<file path="config.mk">
export PLATFORM = sky130hd
export DESIGN_NAME = board_power_glue_logic
export DESIGN_NICKNAME = d
export VERILOG_FILES = /design/src/shared/glue_pkg.sv /design/src/verilog/sync_two_stage.sv /design/src/verilog/board_power_glue_logic.sv
export SDC_FILE = /design/constraint.sdc
export NUM_CORES = 1
export LEC_CHECK = 0
export BUFFER_PORTS_ARGS = -buffer_cell sky130_fd_sc_hd__buf_2
export CORE_MARGIN = 8
export CORE_UTILIZATION = 48
export DETAILED_ROUTE_END_ITERATION = 16
export PLACE_DENSITY = 0.72
export SETUP_SLACK_MARGIN = 0.05
export SLEW_MARGIN = 20
export SYNTH_ARGS = -nofsm -noshare
export SYNTH_HDL_FRONTEND = slang
export SYNTH_SLANG_ARGS = --single-unit
</file>
<file path="constraint.sdc">
create_clock -name clk -period 1.65 [get_ports clk]
set_clock_uncertainty 0.2 [all_clocks]
set_input_delay 0.33 -clock clk [delete_from_list [all_inputs] [get_ports clk]]
set_output_delay 0.33 -clock clk [all_outputs]
set_load 0.005 [all_outputs]
</file>
<file path="src/shared/glue_pkg.sv">
package glue_pkg;

	// timing base: the glue logic runs from the standby clock domain
	localparam int CLK_MHZ          = 25;
	// hold of resume reset after the standby 5v monitor reports valid
	localparam int RSM_HOLD_US      = 10;
	localparam int RSM_HOLD_CYCLES  = RSM_HOLD_US * CLK_MHZ;
	localparam int RSM_CNT_W        = $clog2(RSM_HOLD_CYCLES + 1);

	// synchroniser depth for every pin input
	localparam int SYNC_STAGES      = 2;

	// reset values of the registered outputs
	localparam logic SUPPLY_ON_RST  = 1'b0;
	localparam logic GATED_PG_RST   = 1'b0;
	localparam logic S3_CUT_RST     = 1'b0;
	localparam logic S5_CUT_RST     = 1'b1;
	localparam logic RSM_RST        = 1'b1;
	localparam logic SCK_GATE_RST   = 1'b1;
	localparam logic LED_RST        = 1'b0;
	localparam logic CODEC_RST_RST  = 1'b1;
	localparam logic CPU_PRES_RST   = 1'b0;

	// sleep-state decode as the controller drives it (s3_n, s5_n)
	localparam logic [1:0] SLP_WORK    = 2'h3;
	localparam logic [1:0] SLEEP_STATE_THREE_N      = 2'h1;
	localparam logic [1:0] SLEEP_STATE_FIVE_N      = 2'h0;
	localparam logic [1:0] SLP_ILLEGAL = 2'h2;

	typedef enum logic [1:0] {
		ST_WORK,
		ST_S3,
		ST_S5
	} power_state_type;

	// every asynchronous pin input, carried together through the synchroniser
	typedef struct packed {
		logic supply_power_good_in;
		logic front_button_reset_n;
		logic processor_present_n;
		logic first_drive_active_n;
		logic second_drive_active_n;
		logic third_drive_active_n;
		logic standby_5v_monitor;
		logic sleep_state_three_n;
		logic sleep_state_five_n;
		logic audio_link_reset_in;
		logic codec_enable_in;
	} pin_inputs_type;

	localparam int PIN_W = $bits(pin_inputs_type);

endpackage : glue_pkg

</file>
<file path="src/verilog/sync_two_stage.sv">
`timescale 1ns/1ps
module sync_two_stage #(
	parameter int WIDTH = 1
) (
	// clock and reset
	input  wire logic             clk,
	input  wire logic             arst_n,
	// asynchronous level in, synchronised level out
	input  wire logic [WIDTH-1:0] async_in,
	output logic      [WIDTH-1:0] sync_out
);

	logic [WIDTH-1:0] meta_r;

	// first stage feeds only the second stage; nothing else looks at it
	always_ff @(posedge clk or negedge arst_n) begin
		if (!arst_n) begin
			meta_r   <= '0;
			sync_out <= '0;
		end else begin
			meta_r   <= async_in;
			sync_out <= meta_r;
		end
	end

endmodule : sync_two_stage

</file>
<file path="src/verilog/board_power_glue_logic.sv">
// Operation
// - drive activity led low while any of three drive inputs is low
// - gated power good only while supply good and reset button released
// - front panel reset input low means the button is pressed
// - pull open-drain supply control low to turn main supply on
// - gate memory serial clock off whenever main supply is not valid
// - processor present input low means a processor is installed
// - resume reset held until the standby 5v monitor has reported valid for the hold time
// - open-drain backfeed cut follows entry into and exit from S3
// - latched backfeed cut sets on entry to S5, clears only in working state with supply valid
// - codec enable pin is shared with a port bit that can pull it
// - codec reset output follows audio link reset and codec enable
// - all glue timing runs from the standby clock
// - all glue state is reset only by standby power-up reset
`timescale 1ns/1ps
module board_power_glue_logic
	import glue_pkg::*;
#(
	parameter int RSM_HOLD = RSM_HOLD_CYCLES
) (
	// standby clock and standby power-up reset
	input  wire logic clk,
	input  wire logic arst_n,
	// power supply and front panel pins
	input  wire logic supply_power_good_in,
	input  wire logic front_button_reset_n,
	input  wire logic processor_present_n,
	input  wire logic standby_5v_monitor,
	// drive activity pins
	input  wire logic first_drive_active_n,
	input  wire logic second_drive_active_n,
	input  wire logic third_drive_active_n,
	// sleep state pins from the acpi controller
	input  wire logic sleep_state_three_n,
	input  wire logic sleep_state_five_n,
	// audio link pins
	input  wire logic audio_link_reset_in,
	input  wire logic codec_enable_in,
	// shared port bit from the general-purpose port logic, same clock
	input  wire logic shared_port_bit,
	input  wire logic shared_port_bit_oe,
	// supply control, power good and processor presence
	output logic      main_supply_on_n_oe,
	output logic      gated_power_good_out,
	output logic      processor_installed,
	// backfeed cut controls
	output logic      s3_backfeed_cut_oe,
	output logic      s5_latched_feed_cut,
	// resets, gates and drive activity led
	output logic      resume_reset_out,
	output logic      memory_serial_clock_gate_oe,
	output logic      drive_activity_led_n_oe,
	output logic      codec_reset_out
);

	pin_inputs_type  pins_raw;
	pin_inputs_type  pins_s;
	logic [PIN_W-1:0] pins_sync;

	power_state_type state_r;
	power_state_type state_nxt;
	logic [RSM_CNT_W-1:0] rsm_cnt_r;
	logic [RSM_CNT_W-1:0] rsm_cnt_nxt;

	// bundle the pins so they cross into the clock domain together
	assign pins_raw = '{
		supply_power_good_in:  supply_power_good_in,
		front_button_reset_n:  front_button_reset_n,
		processor_present_n:   processor_present_n,
		first_drive_active_n:  first_drive_active_n,
		second_drive_active_n: second_drive_active_n,
		third_drive_active_n:  third_drive_active_n,
		standby_5v_monitor:    standby_5v_monitor,
		sleep_state_three_n:   sleep_state_three_n,
		sleep_state_five_n:    sleep_state_five_n,
		audio_link_reset_in:   audio_link_reset_in,
		codec_enable_in:       codec_enable_in
	};

	// two flip-flops on every pin before any logic reads it
	// limitation: pins that move together may still land one edge apart,
	// so the sleep decode must ride out a passing illegal code
	sync_two_stage #(
		.WIDTH (PIN_W)
	) u_pin_sync (
		.clk      (clk),
		.arst_n   (arst_n),
		.async_in (pins_raw),
		.sync_out (pins_sync)
	);

	assign pins_s = pin_inputs_type'(pins_sync);

	// decoded levels, named by meaning
	wire       supply_valid;
	wire       button_pressed;
	wire       any_drive_active;
	wire       cpu_in_socket;
	wire       rsm_supply_ok;
	wire       codec_enabled;
	wire       gated_pg_nxt;
	wire       supply_on_nxt;
	wire       s3_cut_nxt;
	wire       s5_cut_nxt;
	wire       rsm_nxt;
	wire       codec_rst_nxt;
	wire [1:0] sleep_code;

	assign supply_valid     = pins_s.supply_power_good_in;
	assign button_pressed   = ~pins_s.front_button_reset_n;
	assign cpu_in_socket    = ~pins_s.processor_present_n;
	assign rsm_supply_ok    = pins_s.standby_5v_monitor;
	assign any_drive_active = ~(pins_s.first_drive_active_n
		& pins_s.second_drive_active_n
		& pins_s.third_drive_active_n);
	assign sleep_code = {pins_s.sleep_state_three_n,
		pins_s.sleep_state_five_n};

	// the port bit pulls the shared pin low like a wired-and when it drives
	assign codec_enabled = pins_s.codec_enable_in
		& ~(shared_port_bit_oe & ~shared_port_bit);

	// power state follows the sleep pins; an illegal code keeps the state
	// so a glitch between the two pins cannot drop the main supply
	always_comb begin
		state_nxt = state_r;
		unique case (sleep_code)
			SLP_WORK:    state_nxt = ST_WORK;
			SLEEP_STATE_THREE_N:      state_nxt = ST_S3;
			SLEEP_STATE_FIVE_N:      state_nxt = ST_S5;
			SLP_ILLEGAL: state_nxt = state_r;
		endcase
	end

	// main supply is requested only in the working state
	assign supply_on_nxt = (state_nxt == ST_WORK);

	// gated power good combines supply good and the released button
	assign gated_pg_nxt = supply_valid & ~button_pressed;

	// s3 cut is active while the system sits in S3
	// a high enable pulls the open-drain cut pin low
	assign s3_cut_nxt = (state_nxt == ST_S3);

	// s5 cut sets on entry to S5 and clears only once the system is back
	// in the working state with a valid supply, so a short S3 pass keeps it
	assign s5_cut_nxt = (state_nxt == ST_S5) ? 1'b1
		: ((state_nxt == ST_WORK) & supply_valid) ? 1'b0
		: s5_latched_feed_cut;

	// the link reset is synchronised like every other pin
	wire link_reset;
	assign link_reset = pins_s.audio_link_reset_in;

	// codec stays in reset while the link resets it or it is disabled;
	// either source alone is enough, so a stuck enable cannot free it
	assign codec_rst_nxt = link_reset | ~codec_enabled;

	// resume reset counter restarts whenever the 5v monitor drops
	// it saturates at the hold so a long run never wraps back to zero
	// and drops the resume reset onto a running system
	function automatic logic [RSM_CNT_W-1:0] count_up(
		input logic [RSM_CNT_W-1:0] cnt,
		input logic                 ok
	);
		if (!ok)
			return '0;
		else if (cnt < RSM_CNT_W'(RSM_HOLD))
			return cnt + RSM_CNT_W'(1);
		else
			return cnt;
	endfunction : count_up

	// resume reset stands while the monitor is low or the hold still runs
	assign rsm_cnt_nxt = count_up(rsm_cnt_r, rsm_supply_ok);
	assign rsm_nxt = ~rsm_supply_ok
		| (rsm_cnt_nxt < RSM_CNT_W'(RSM_HOLD));

	// state and resume counter; only the standby power-up reset clears them
	// reset lands in S5 so the main supply stays off until the sleep pins
	// have come through the synchroniser
	always_ff @(posedge clk or negedge arst_n) begin
		if (!arst_n) begin
			state_r   <= ST_S5;
			rsm_cnt_r <= '0;
		end else begin
			state_r   <= state_nxt;
			rsm_cnt_r <= rsm_cnt_nxt;
		end
	end

	// every output comes from a flip-flop
	// limitation: a pin pulse shorter than one clock may never show
	always_ff @(posedge clk or negedge arst_n) begin
		if (!arst_n) begin
			main_supply_on_n_oe         <= SUPPLY_ON_RST;
			gated_power_good_out        <= GATED_PG_RST;
			processor_installed         <= CPU_PRES_RST;
			s3_backfeed_cut_oe          <= S3_CUT_RST;
			s5_latched_feed_cut         <= S5_CUT_RST;
			resume_reset_out            <= RSM_RST;
			memory_serial_clock_gate_oe <= SCK_GATE_RST;
			drive_activity_led_n_oe     <= LED_RST;
			codec_reset_out             <= CODEC_RST_RST;
		end else begin
			main_supply_on_n_oe         <= supply_on_nxt;
			gated_power_good_out        <= gated_pg_nxt;
			processor_installed         <= cpu_in_socket;
			s3_backfeed_cut_oe          <= s3_cut_nxt;
			s5_latched_feed_cut         <= s5_cut_nxt;
			resume_reset_out            <= rsm_nxt;
			memory_serial_clock_gate_oe <= ~supply_valid;
			drive_activity_led_n_oe     <= any_drive_active;
			codec_reset_out             <= codec_rst_nxt;
		end
	end

endmodule : board_power_glue_logic

</file>
Yosys cells after proc, flatten, opt, wreduce, memory -nomap -nowiden. Cells that the tools add are included.

Output and inout port bits: 9. Register bits: 41.

Reduce and logical (&&, ||, !) cells: 3. Muxes and demuxes: 5. Magnitude comparators: 2. Equal/unequal tests: 5. $add $sub $neg: 1. Bitwise operators: 15.

Operator list (number): 8-bit less-than comparator (second input constant) (2); 8-bit two-way mux (2); 8-bit by 1-bit adder with 8-bit output (second input constant) (1); 2-bit one-hot mux with 4 select lines (1); 1-bit NOT (7); 1-bit AND (6); 2-bit equality test (second input constant) (3); 2-bit by 1-bit equality test with 1-bit output (second input constant) (2); 2-bit logical NOT (2); 1-bit two-way mux (2); 1-bit OR (2); 2-bit nonzero test (1).

Depth between registers and ports, before layout. Gate-level depths: netlist of the first run.

Depth after elaboration: 6. Depth in mapped cells: 5. Depth with buffers taken out: 5.

By module. A second synthesis of the first run with hierarchy kept.

Cells, all modules: 110. Area, all modules: 1468.9 um^2.

Modules (own cells, without submodules): board_power_glue_logic (cells an instance 88, sequential area each 481.7 um^2, area an instance 918.4 um^2, times used 1); sync_two_stage (cells an instance 22, sequential area each 550.5 um^2, area an instance 550.5 um^2, times used 1).

Least setup slack after synthesis of the first run. No wires, ideal clock.

Kind: register -> register. Start point: reg rsm_cnt_r[1]. End point: reg resume_reset_out. Setup slack: 0.079 ns. Arrival time: 1.283 ns. Cell stages (with the launch flop): 6. Required time: 1.363 ns. Buffers on the path: 0. Period minus slack after synthesis: 1.571 ns. Cells stage by stage: dfrtp_1 -> ha_1 -> nor2b_1 -> o221ai_1 -> a311oi_1 -> o21ai_1.

Cells in the longest elaborated chain, start to end: 5. Elaborated cells on any way between the ends: 6. Classes of those cells: add/sub: 1; order compare: 2; mux: 2; bitwise: 1.

Ends and longest elaborated chain: start: declaration (RTL line board_power_glue_logic.sv:62) `logic [RSM_CNT_W-1:0] rsm_cnt_r;`; start signal: assignment (RTL line board_power_glue_logic.sv:188) `rsm_cnt_r <= rsm_cnt_nxt;`; 8-bit by 1-bit adder with 8-bit output / 8-bit less-than comparator (equally long branches) (RTL line board_power_glue_logic.sv:169, board_power_glue_logic.sv:168); 8-bit two-way mux * (RTL line board_power_glue_logic.sv:168) `else if (cnt < RSM_CNT_W'(RSM_HOLD))`; 8-bit two-way mux * (RTL line board_power_glue_logic.sv:166) `if (!ok)`; 8-bit less-than comparator * (RTL line board_power_glue_logic.sv:177) `| (rsm_cnt_nxt < RSM_CNT_W'(RSM_HOLD));`; 1-bit OR * (RTL line board_power_glue_logic.sv:177); via rsm_nxt (RTL line board_power_glue_logic.sv:105) `wire rsm_nxt;`; end signal: assignment (RTL line board_power_glue_logic.sv:211) `resume_reset_out <= rsm_nxt;`; end: declaration (RTL line board_power_glue_logic.sv:50) `output logic resume_reset_out,`.

Mark *: on every way through the listed nets, which the timed path passes. The rest lies on a longest branch. A chain may end at the register's enable or synchronous reset.

Worst setup path after layout of the first run.
Start point: reg rsm_cnt_r[0]. End point: reg resume_reset_out.

Same word-level chain as after synthesis.

==> impl_metrics.ini, run 1 <==
[placement]
postPlaceCellArea_sq_um = 1660
port_buffers = 23
dp_hpwl_mm = 1.61
routabilityCongestion = 0.933

[cts]
h-tree-depth = 2
cts.path.max_buffers = 2
numCtsBuffers = 5
cts_tree = done
cts_sinks = 41
clock_latency_ns = 0.34
clk_pin_slew_ns = 0.12
root_buffer = clkbuf_4

[routing]
ant_nets = 0
route.top_layer_used = met4
routed_wl_mm = 2.60
drcViolationCount = 0
drt-initial-drc-count = 63
wl_met1_um = 987
vias = 996
routedWlPerCell_um = 13.7
viasPerCell = 5.24
wl_met3_um = 179
firstDrtPassIters = 4
met2_length_mm = 1.38

[worst_setup_path]
reg2reg_depth = 5
required_ns = 1.72
cp.arrival_ns = 1.62
path_max_fanout = 3
reg2reg_slack_ns = 0.10
worst_setup_path_end_kind = register
cp_slowest_cell = dfrtp_1
crit_path_max_incr_delay_ns = 0.44
worstSetupPathType = register to register
r2r-start = rsm_cnt_r[0]
cp-start-kind = register
timing.rr.end = resume_reset_out
crit_chain = ha_4 > nor2b_2 > o221ai_2 > a311oi_1 > o21ai_1

[yosys]
ys_seq_area_share_pct = 70.5
yosysWarnings = 0
syn_area_per_cell_sq_um = 13.4
syn_nets = 125
syn_area_sq_um = 1470
ys_ff_latch = 41
synth_cell_types = 36
syn-instance-count = 109

[grt]
antenna_found_initial = 0
grt_pass1_wl_mm = 4.38
grt_max_degree = 42
grt_pass1_vias = 1027
groute.usage.overall_pct = 11.2
grt_overflow = 0

[final_layout]
layout_commonest_cell = dfrtp_1
stdcell_area_sq_um = 1920
area_growth_pct = 31.2
drive_above_1_share_pct = 34.4
diodes = 0
nets = 172
most-common-layout-cells = 35 x dfrtp_1, 23 x buf_2, 13 x dlygate4sd3_1, 7 x nand2_1

[worst_hold_path]
hp-class = input pin to register
hp-start = shared_port_bit
whs_endpoint = codec_reset_out
whs_path_depth = 3

[power_and_ir_drop]
p_comb_share_pct = 8.5
p_clk_share_pct = 33.8
fin_total_pwr_w = 0.00188
vdd_drop_max_mv = 0.704
p_per_area_nw_per_um2 = 976
p_leak_nw = 0.909
p_seq_share_pct = 57.7
intPower_w = 0.00147
p_switching_w = 0.000406
p_sw_share_pct = 21.6

[sta]
finalCritPeriodShare_pct = 93.7
layout_min_cycle_time_ns = 1.55
setup_viol = 0
drv_slew = 0
tns_ns = 0
max_slew_margin_pct = 80.1
fmax_mhz = 647
worst_pin_slew_ns = 0.299
rsz0062_at_grt = true
finalHoldViolCount = 0
hold_slack_ns = 0.0429

[die]
dieArea_sq_um = 5080
io_pins = 24
die_y_um = 71.3
die_x_um = 71.3
core_area_sq_um = 2980
num_rows = 20
start_util_pct = 49.2

[job]
max_cap_viol_count = 0

[outcome]
outcome = complete, no violations
worst max-delay path, delay by kind of cell, from the launching register on:
kind | cells | cell delay, ns
AOI/OAI and AO/OA | 3 | 0.42
and+or+nand+nor | 1 | 0.15
DFF | 1 | 0.44
adders and majority gates | 1 | 0.28
repair_timing:
action                                 4_1_cts  5_1_grt
setup buffers                                2        0
setup endpoints to repair                    1        4
resized for setup                            0       10
pin swaps                                    0        1
endpoints found under the hold margin       53        0
hold buffers                                14        0
cell type report:
| type | instances | area (sq um) |
|---|---|---|
| fillers | 204 | 1060 |
| multi-input cells | 59 | 430 |
| clock inverters | 2 | 38.8 |
| repair buffers | 43 | 314 |
| flip-flops and latches | 41 | 1030 |
| inverters | 6 | 22.5 |
| clock buffers | 6 | 41.3 |
| well taps | 33 | 41.3 |
cells by family after synthesis:
kind of cell | count (synthesis) | synth area share [%]
mux | 2 | 1.45
flops | 41 | 70.5
fa+ha+maj | 1 | 0.854
xor+xnor | 3 | 1.79
buf+inv | 9 | 2.48
simple gates | 35 | 14.7
compound gates | 18 | 8.28
layer usage:
metal,GRT usage (%),vias up
met4,6.24,0
met2,19.5,30
met1,10.4,497
met5,0,-
met3,5.58,6
li1,-,463
sequential cells by signal (all words and copies together) (netlist names):
register / count
memory_serial_clock_gate_oe: 1
s5_latched_feed_cut: 1
resume_reset_out: 1
processor_installed: 1
u_pin_sync.meta_r: 11
state_r: 2
u_pin_sync.sync_out: 11
main_supply_on_n_oe: 1
s3_backfeed_cut_oe: 1
gated_power_good_out: 1
codec_reset_out: 1
rsm_cnt_r: 8
drive_activity_led_n_oe: 1
cells in the mapped netlist (all sizes together):
master | instances | area, sq um
dfrtp | 36 | 901
nand2 | 7 | 26.3
inv | 6 | 22.5
nor2 | 6 | 22.5
and2 | 5 | 33.8
dfstp | 5 | 131
nand3 | 4 | 25.0
o21ai | 4 | 20.0
a21oi | 3 | 15.0
nor2b | 3 | 18.8
o21a | 3 | 22.5
a31oi | 2 | 12.5
and3 | 2 | 12.5
buf | 2 | 10.0
nand3b | 2 | 15.0
xnor2 | 2 | 17.5
a21boi | 1 | 7.51
a22o | 1 | 8.76
a311oi | 1 | 8.76
and3b | 1 | 8.76
and4b | 1 | 10.0
clkbuf | 1 | 3.75
ha | 1 | 12.5
mux2 | 1 | 11.3
mux2i | 1 | 10.0
nand2b | 1 | 6.26
nand4 | 1 | 12.5
nor3 | 1 | 16.3
nor3b | 1 | 7.51
o211a | 1 | 10.0
o211ai | 1 | 7.51
o221ai | 1 | 8.76
xor2 | 1 | 8.76
per-stage QoR:
stage,instances,worst slack (ns),util [%]
after floorplan,109,0.0794,-
after global placement,167,0.0718,55.7
after detailed placement,167,0.0307,55.7
after CTS,191,0.0532,63.6
after global routing,190,0.0290,64.5
final,190,0.103,64.5
how the worst max path moves through the flow:
stage	from	cells past startpoint	slack, ns	endpoint
2_1_floorplan	rsm_cnt_r[1]	5	0.08	resume_reset_out
3_3_place_gp	rsm_cnt_r[0]	5	0.07	resume_reset_out
3_5_place_dp	rsm_cnt_r[0]	5	0.03	resume_reset_out
4_1_cts	rsm_cnt_r[0]	5	0.05	resume_reset_out
5_1_grt	rsm_cnt_r[0]	5	0.03	resume_reset_out
6_report	rsm_cnt_r[0]	5	0.10	resume_reset_out
power groups by stage:
| stage | clock network (W) | logic (W) | registers, W |
|---|---|---|---|
| 2_1_floorplan | 0 | 0.0000454 | 0.00110 |
| 3_3_place_gp | 0 | 0.000116 | 0.00110 |
| 3_5_place_dp | 0 | 0.000120 | 0.00110 |
| 4_1_cts | 0.000656 | 0.000154 | 0.00108 |
| 5_1_grt | 0.000703 | 0.000177 | 0.00109 |
| 6_report | 0.000634 | 0.000160 | 0.00108 |
No activity file was read; power rests on OpenSTA's default activity.
==> run 2: changes to the inputs <==
--- a/config.mk
+++ b/config.mk
@@ -5,8 +5,8 @@
 export SDC_FILE = /design/constraint.sdc
 export NUM_CORES = 1
 export LEC_CHECK = 0
+export ABC_CLOCK_PERIOD_IN_PS = 1650
 export BUFFER_PORTS_ARGS = -buffer_cell sky130_fd_sc_hd__buf_2
-export CORE_MARGIN = 8
 export CORE_UTILIZATION = 48
 export DETAILED_ROUTE_END_ITERATION = 16
 export PLACE_DENSITY = 0.72
==> run 2 against run 1 <==
Net effect:
- the flow now finishes with violations (DRC, setup timing)
- sequential cell count is the same
- cell area shrank 0.65%
- combinational power grew 9%
- largest power group unchanged
- total power shrank 6.7%
- worst setup slack lost 0.11 ns
- register-to-register slack lost 0.11 ns
==> impl_metrics.ini, run 2 (synthesis gave the netlist of run 1 again) <==
[sta]
setup_ws_ns = -0.0104
finalCritPeriodShare_pct = 101
max_slew_margin_pct = 75.9
fmax_mhz = 602
drv_slew = 0
hold_slack_ns = 0.0463
worst_pin_slew_ns = 0.361
setup_viol = 1
layout_min_cycle_time_ns = 1.66
rsz0062_at_grt = true
finalHoldViolCount = 0

[job]
max_cap_viol_count = 0

[final_layout]
reg.largest.list = u_pin_sync.meta_r: 11 flops, u_pin_sync.sync_out: 11 flops, rsm_cnt_r: 8 flops
fillers = 204
layout_commonest_cell = dfrtp_1
stdcell_area_sq_um = 1910
diodes = 0
most-common-layout-cells = 36 x dfrtp_1, 23 x buf_2, 13 x dlygate4sd3_1, 12 x buf_4, 7 x nand2_1
drive_above_1_share_pct = 34.6
area_growth_pct = 30.3
nets = 177

[worst_hold_path]
hp-class = input pin to register
hp-start = shared_port_bit

[worst_setup_path]
required_ns = 1.70
cp.arrival_ns = 1.71
cp-start-kind = register
r2r-start = rsm_cnt_r[0]
worstSetupPathType = register to register
path_max_fanout = 5
worst_setup_path_end_kind = register
worstSetupStartpoint = rsm_cnt_r[0]

[placement]
port_buffers = 23
postPlaceCellArea_sq_um = 1660
routabilityCongestion = 0.822
dp_hpwl_mm = 1.67

[cts]
h-tree-depth = 2
numCtsBuffers = 5
cts_sinks = 41
root_buffer = clkbuf_4
clock_latency_ns = 0.35
cts_tree = done
cts.path.max_buffers = 2
clk_pin_slew_ns = 0.12

[routing]
wl_met3_um = 138
route.top_layer_used = met4
wl_met1_mm = 1.12
drcViolationCount = 2
firstDrtPassIters = 10
drt-initial-drc-count = 47
ant_nets = 0
met2_length_mm = 1.42
viasPerCell = 5.15
vias = 993
routedWlPerCell_um = 14.3
routed_wl_mm = 2.76

[grt]
grt_pass1_wl_mm = 4.17
grt_max_degree = 18
grt_pass1_vias = 984
antenna_found_initial = 0
grt_overflow = 0
groute.usage.overall_pct = 18.5

[outcome]
violations = DRC, setup timing
outcome = finished, violations left

[die]
dieArea_sq_um = 3280
die_x_um = 57.3
io_pins = 24
core_area_sq_um = 2830
num_rows = 19
start_util_pct = 51.8
die_y_um = 57.3

[power_and_ir_drop]
vdd_drop_max_mv = 0.789
fin_total_pwr_w = 0.00175
p_leak_nw = 0.917
p_per_area_nw_per_um2 = 917
==> run 2: cell types whose count changed in the layout (fill, tap and decap cells not counted), sizes merged <==
cell      previous run  this run
buf                 30        35
clkinv               1         0
clkinvlp             0         2
bufinv               1         0
==> run 2: metrics by stage <==
step	instances	setup WS [ns]	TNS, ns	util (%)
after floorplan	109	0.0794	0	-
after global placement	167	0.0483	0	58.6
after detailed placement	167	-0.0214	-0.0214	58.6
after CTS	192	0.0428	0	66.3
after global routing	193	-0.0710	-0.143	67.5
final	193	-0.0104	-0.0104	67.5
==> run 2: timing repair <==
item,in CTS,in global routing
buffers inserted,3,2
pin swaps,1,3
hold buffers,14,0
setup endpoints to repair,1,4
gates resized for setup,0,5
endpoints found under the hold margin,33,0
gates cloned,0,0
==> run 2: layer usage <==
metal	track usage (%)	up-vias
met5	0	-
met4	16.4	0
met3	5.44	9
met2	31.3	38
met1	18.4	475
li1	-	471
==> run 2: worst max-delay path, cell delays in order, from the launching register on <==
cell     delay, ns
dfrtp_1       0.44
buf_4         0.15
and3_2        0.24
and2_1        0.18
and3_1        0.18
o21a_1        0.17
==> run 2: area by class of cell <==
type                    instances  area (sq um)  share of cell area, %
clock buffers                   6          41.3                   2.16
clock inverters                 2          15.0                  0.786
inverters                       6          22.5                   1.18
multi-input cells              59           424                   22.2
flip-flops and latches         41          1030                   54.1
well taps                      31          38.8                   2.03
repair buffers                 48           335                   17.6
==> run 2: path summary, 6_finish.rpt <==
check	to	slack (ns)	cells after the start
max in group asynchronous	rsm_cnt_r[5]	0.49	3
min	codec_reset_out	0.05	3
max reg2reg	rsm_cnt_r[7]	-0.01	5
min in group asynchronous	gated_power_good_out	0.20	2
min reg2reg	u_pin_sync.sync_out[4]	0.16	0
max	rsm_cnt_r[7]	-0.01	5
==> run 2: report_power, final <==
group	leakage [nW]	internal (W)	switching, W
registers	0.490	0.00106	0.0000234
clock network	0.0245	0.000166	0.000325
logic	0.403	0.0000972	0.0000779
total	0.917	0.00132	0.000427
==> run 3: changes to the inputs <==
--- a/config.mk
+++ b/config.mk
@@ -9,9 +9,11 @@
 export BUFFER_PORTS_ARGS = -buffer_cell sky130_fd_sc_hd__buf_2
 export CORE_UTILIZATION = 48
 export DETAILED_ROUTE_END_ITERATION = 16
+export GPL_TIMING_DRIVEN = 1
 export PLACE_DENSITY = 0.72
 export SETUP_SLACK_MARGIN = 0.05
 export SLEW_MARGIN = 20
 export SYNTH_ARGS = -nofsm -noshare
 export SYNTH_HDL_FRONTEND = slang
 export SYNTH_SLANG_ARGS = --single-unit
+export TNS_END_PERCENT = 50
==> run 3 against run 2 <==
Net effect:
- the flow still finishes with violations (DRC, setup timing)
- total power about the same
- count of clock-buffer cells in the layout unchanged
- fmax about the same
- clock power barely moved
- utilization increased by 0.44 points
- combinational power is essentially flat
- critical endpoint unchanged
- highest routed layer unchanged
==> impl_metrics.ini, run 3 (synthesis gave the netlist of run 1 again) <==
[outcome]
outcome = finished, violations left
violations = DRC, setup timing

[worst_setup_path]
worst_setup_path_end_kind = register
cp-start-kind = register
worstSetupPathType = register to register
reg2reg_slack_ns = -0.01
path_max_fanout = 5
required_ns = 1.70
cp.arrival_ns = 1.71

[final_layout]
stdcell_area_sq_um = 1920
layout_commonest_cell = dfrtp_1
final_cells = 194
fillers = 203
reg.largest.list = u_pin_sync.meta_r: 11 flops, u_pin_sync.sync_out: 11 flops, rsm_cnt_r: 8 flops
area_growth_pct = 31.2
diodes = 0
most-common-layout-cells = 36 x dfrtp_1, 23 x buf_2, 13 x dlygate4sd3_1, 12 x buf_4, 7 x nand2_1
nets = 178
drive_above_1_share_pct = 34.4

[routing]
vias = 1010
routedWlPerCell_um = 14.3
routed_wl_mm = 2.78
ant_nets = 0
firstDrtPassIters = 10
drt-initial-drc-count = 48
drcViolationCount = 2
viasPerCell = 5.21

[grt]
groute.usage.overall_pct = 18.5
antenna_found_initial = 0
grt_pass1_vias = 984
grt_max_degree = 18
grt_overflow = 0
grt_pass1_wl_mm = 4.17

[sta]
max_slew_margin_pct = 76.1
rsz0062_at_grt = true
setup_ws_ns = -0.0110
drv_slew = 0
fmax_mhz = 602
worst_pin_slew_ns = 0.359
tns_ns = -0.0110
finalCritPeriodShare_pct = 101
layout_min_cycle_time_ns = 1.66
setup_viol = 1
finalHoldViolCount = 0

[die]
num_rows = 19
die_x_um = 57.3
io_pins = 24
core_area_sq_um = 2830
dieArea_sq_um = 3280
die_y_um = 57.3
start_util_pct = 51.8

[placement]
dp_hpwl_mm = 1.67
port_buffers = 23
place_ws_ns = -0.0214
postPlaceCellArea_sq_um = 1660
routabilityCongestion = 0.822
place_inst = 167

[power_and_ir_drop]
p_per_area_nw_per_um2 = 911
p_leak_nw = 0.925
vdd_drop_max_mv = 0.789

[cts]
cts_tree = done
cts_sinks = 41
clk_pin_slew_ns = 0.11
numCtsBuffers = 5
clock_latency_ns = 0.35
root_buffer = clkbuf_4
h-tree-depth = 2
cts.path.max_buffers = 2

[job]
max_cap_viol_count = 0

[worst_hold_path]
hp-class = register to register
-- run 3: cell types whose count changed in the layout (fill, tap and decap cells not counted), sizes merged --
cell | previous run | this run
dlymetal6s4s | 0 | 1
-- run 3: timing repair --
item                       4_1_cts  5_1_grt
hold buffers                    14        0
resized for setup                0        6
pin swaps                        1        3
buffers inserted                 3        2
setup endpoints to repair        1        4
hold endpoints to repair        33        0
-- run 3: routing by layer --
layer / wire, um / share of wire (%) / GRT usage (%)
met5: 0 / 0 / 0
met4: 99 / 3.6 / 16.4
met3: 154 / 5.5 / 5.44
met2: 1430 / 51 / 31.3
met1: 1090 / 39 / 18.4
-- run 3: final timing paths --
kind	to	from	depth (start not counted)
max reg2reg	rsm_cnt_r[7]	rsm_cnt_r[0]	5
min	u_pin_sync.sync_out[4]	u_pin_sync.meta_r[4]	0
min reg2reg	u_pin_sync.sync_out[4]	u_pin_sync.meta_r[4]	0
max	rsm_cnt_r[7]	rsm_cnt_r[0]	5
min in group asynchronous	gated_power_good_out	arst_n	2
max in group asynchronous	rsm_cnt_r[7]	arst_n	3
-- run 3: cell type report --
class | instances | area (sq um) | area share [%]
inverter | 6 | 22.5 | 1.17
clock inverter | 2 | 15.0 | 0.781
sequential | 41 | 1030 | 53.7
timing repair buffer | 49 | 348 | 18.1
tap | 31 | 38.8 | 2.02
multi-input combinational | 59 | 424 | 22.1
clock buffer | 6 | 41.3 | 2.15
-- run 3: report_power, final --
| group | internal, W | switching, W |
|---|---|---|
| Combinational | 0.0000992 | 0.0000781 |
| Sequential | 0.00106 | 0.0000235 |
| Clock | 0.000166 | 0.000322 |
-- run 3: worst max-delay path, cell delays in order, from the launching register on --
cell	delay [ns]
dfrtp_1	0.44
buf_4	0.15
and3_2	0.24
and2_1	0.18
and3_1	0.18
o21a_1	0.17
-- run 3: metrics by stage --
| step | total power [W] | utilization [%] | hold slack, ns |
|---|---|---|---|
| after detailed placement | 0.00122 | 58.6 | 0.0585 |
| after floorplan | 0.00114 | - | -0.166 |
| after CTS | 0.00175 | 66.3 | 0.164 |
| after global placement | 0.00121 | 58.6 | 0.0432 |
| after global routing | 0.00182 | 67.9 | 0.174 |
| final | 0.00175 | 67.9 | 0.161 |
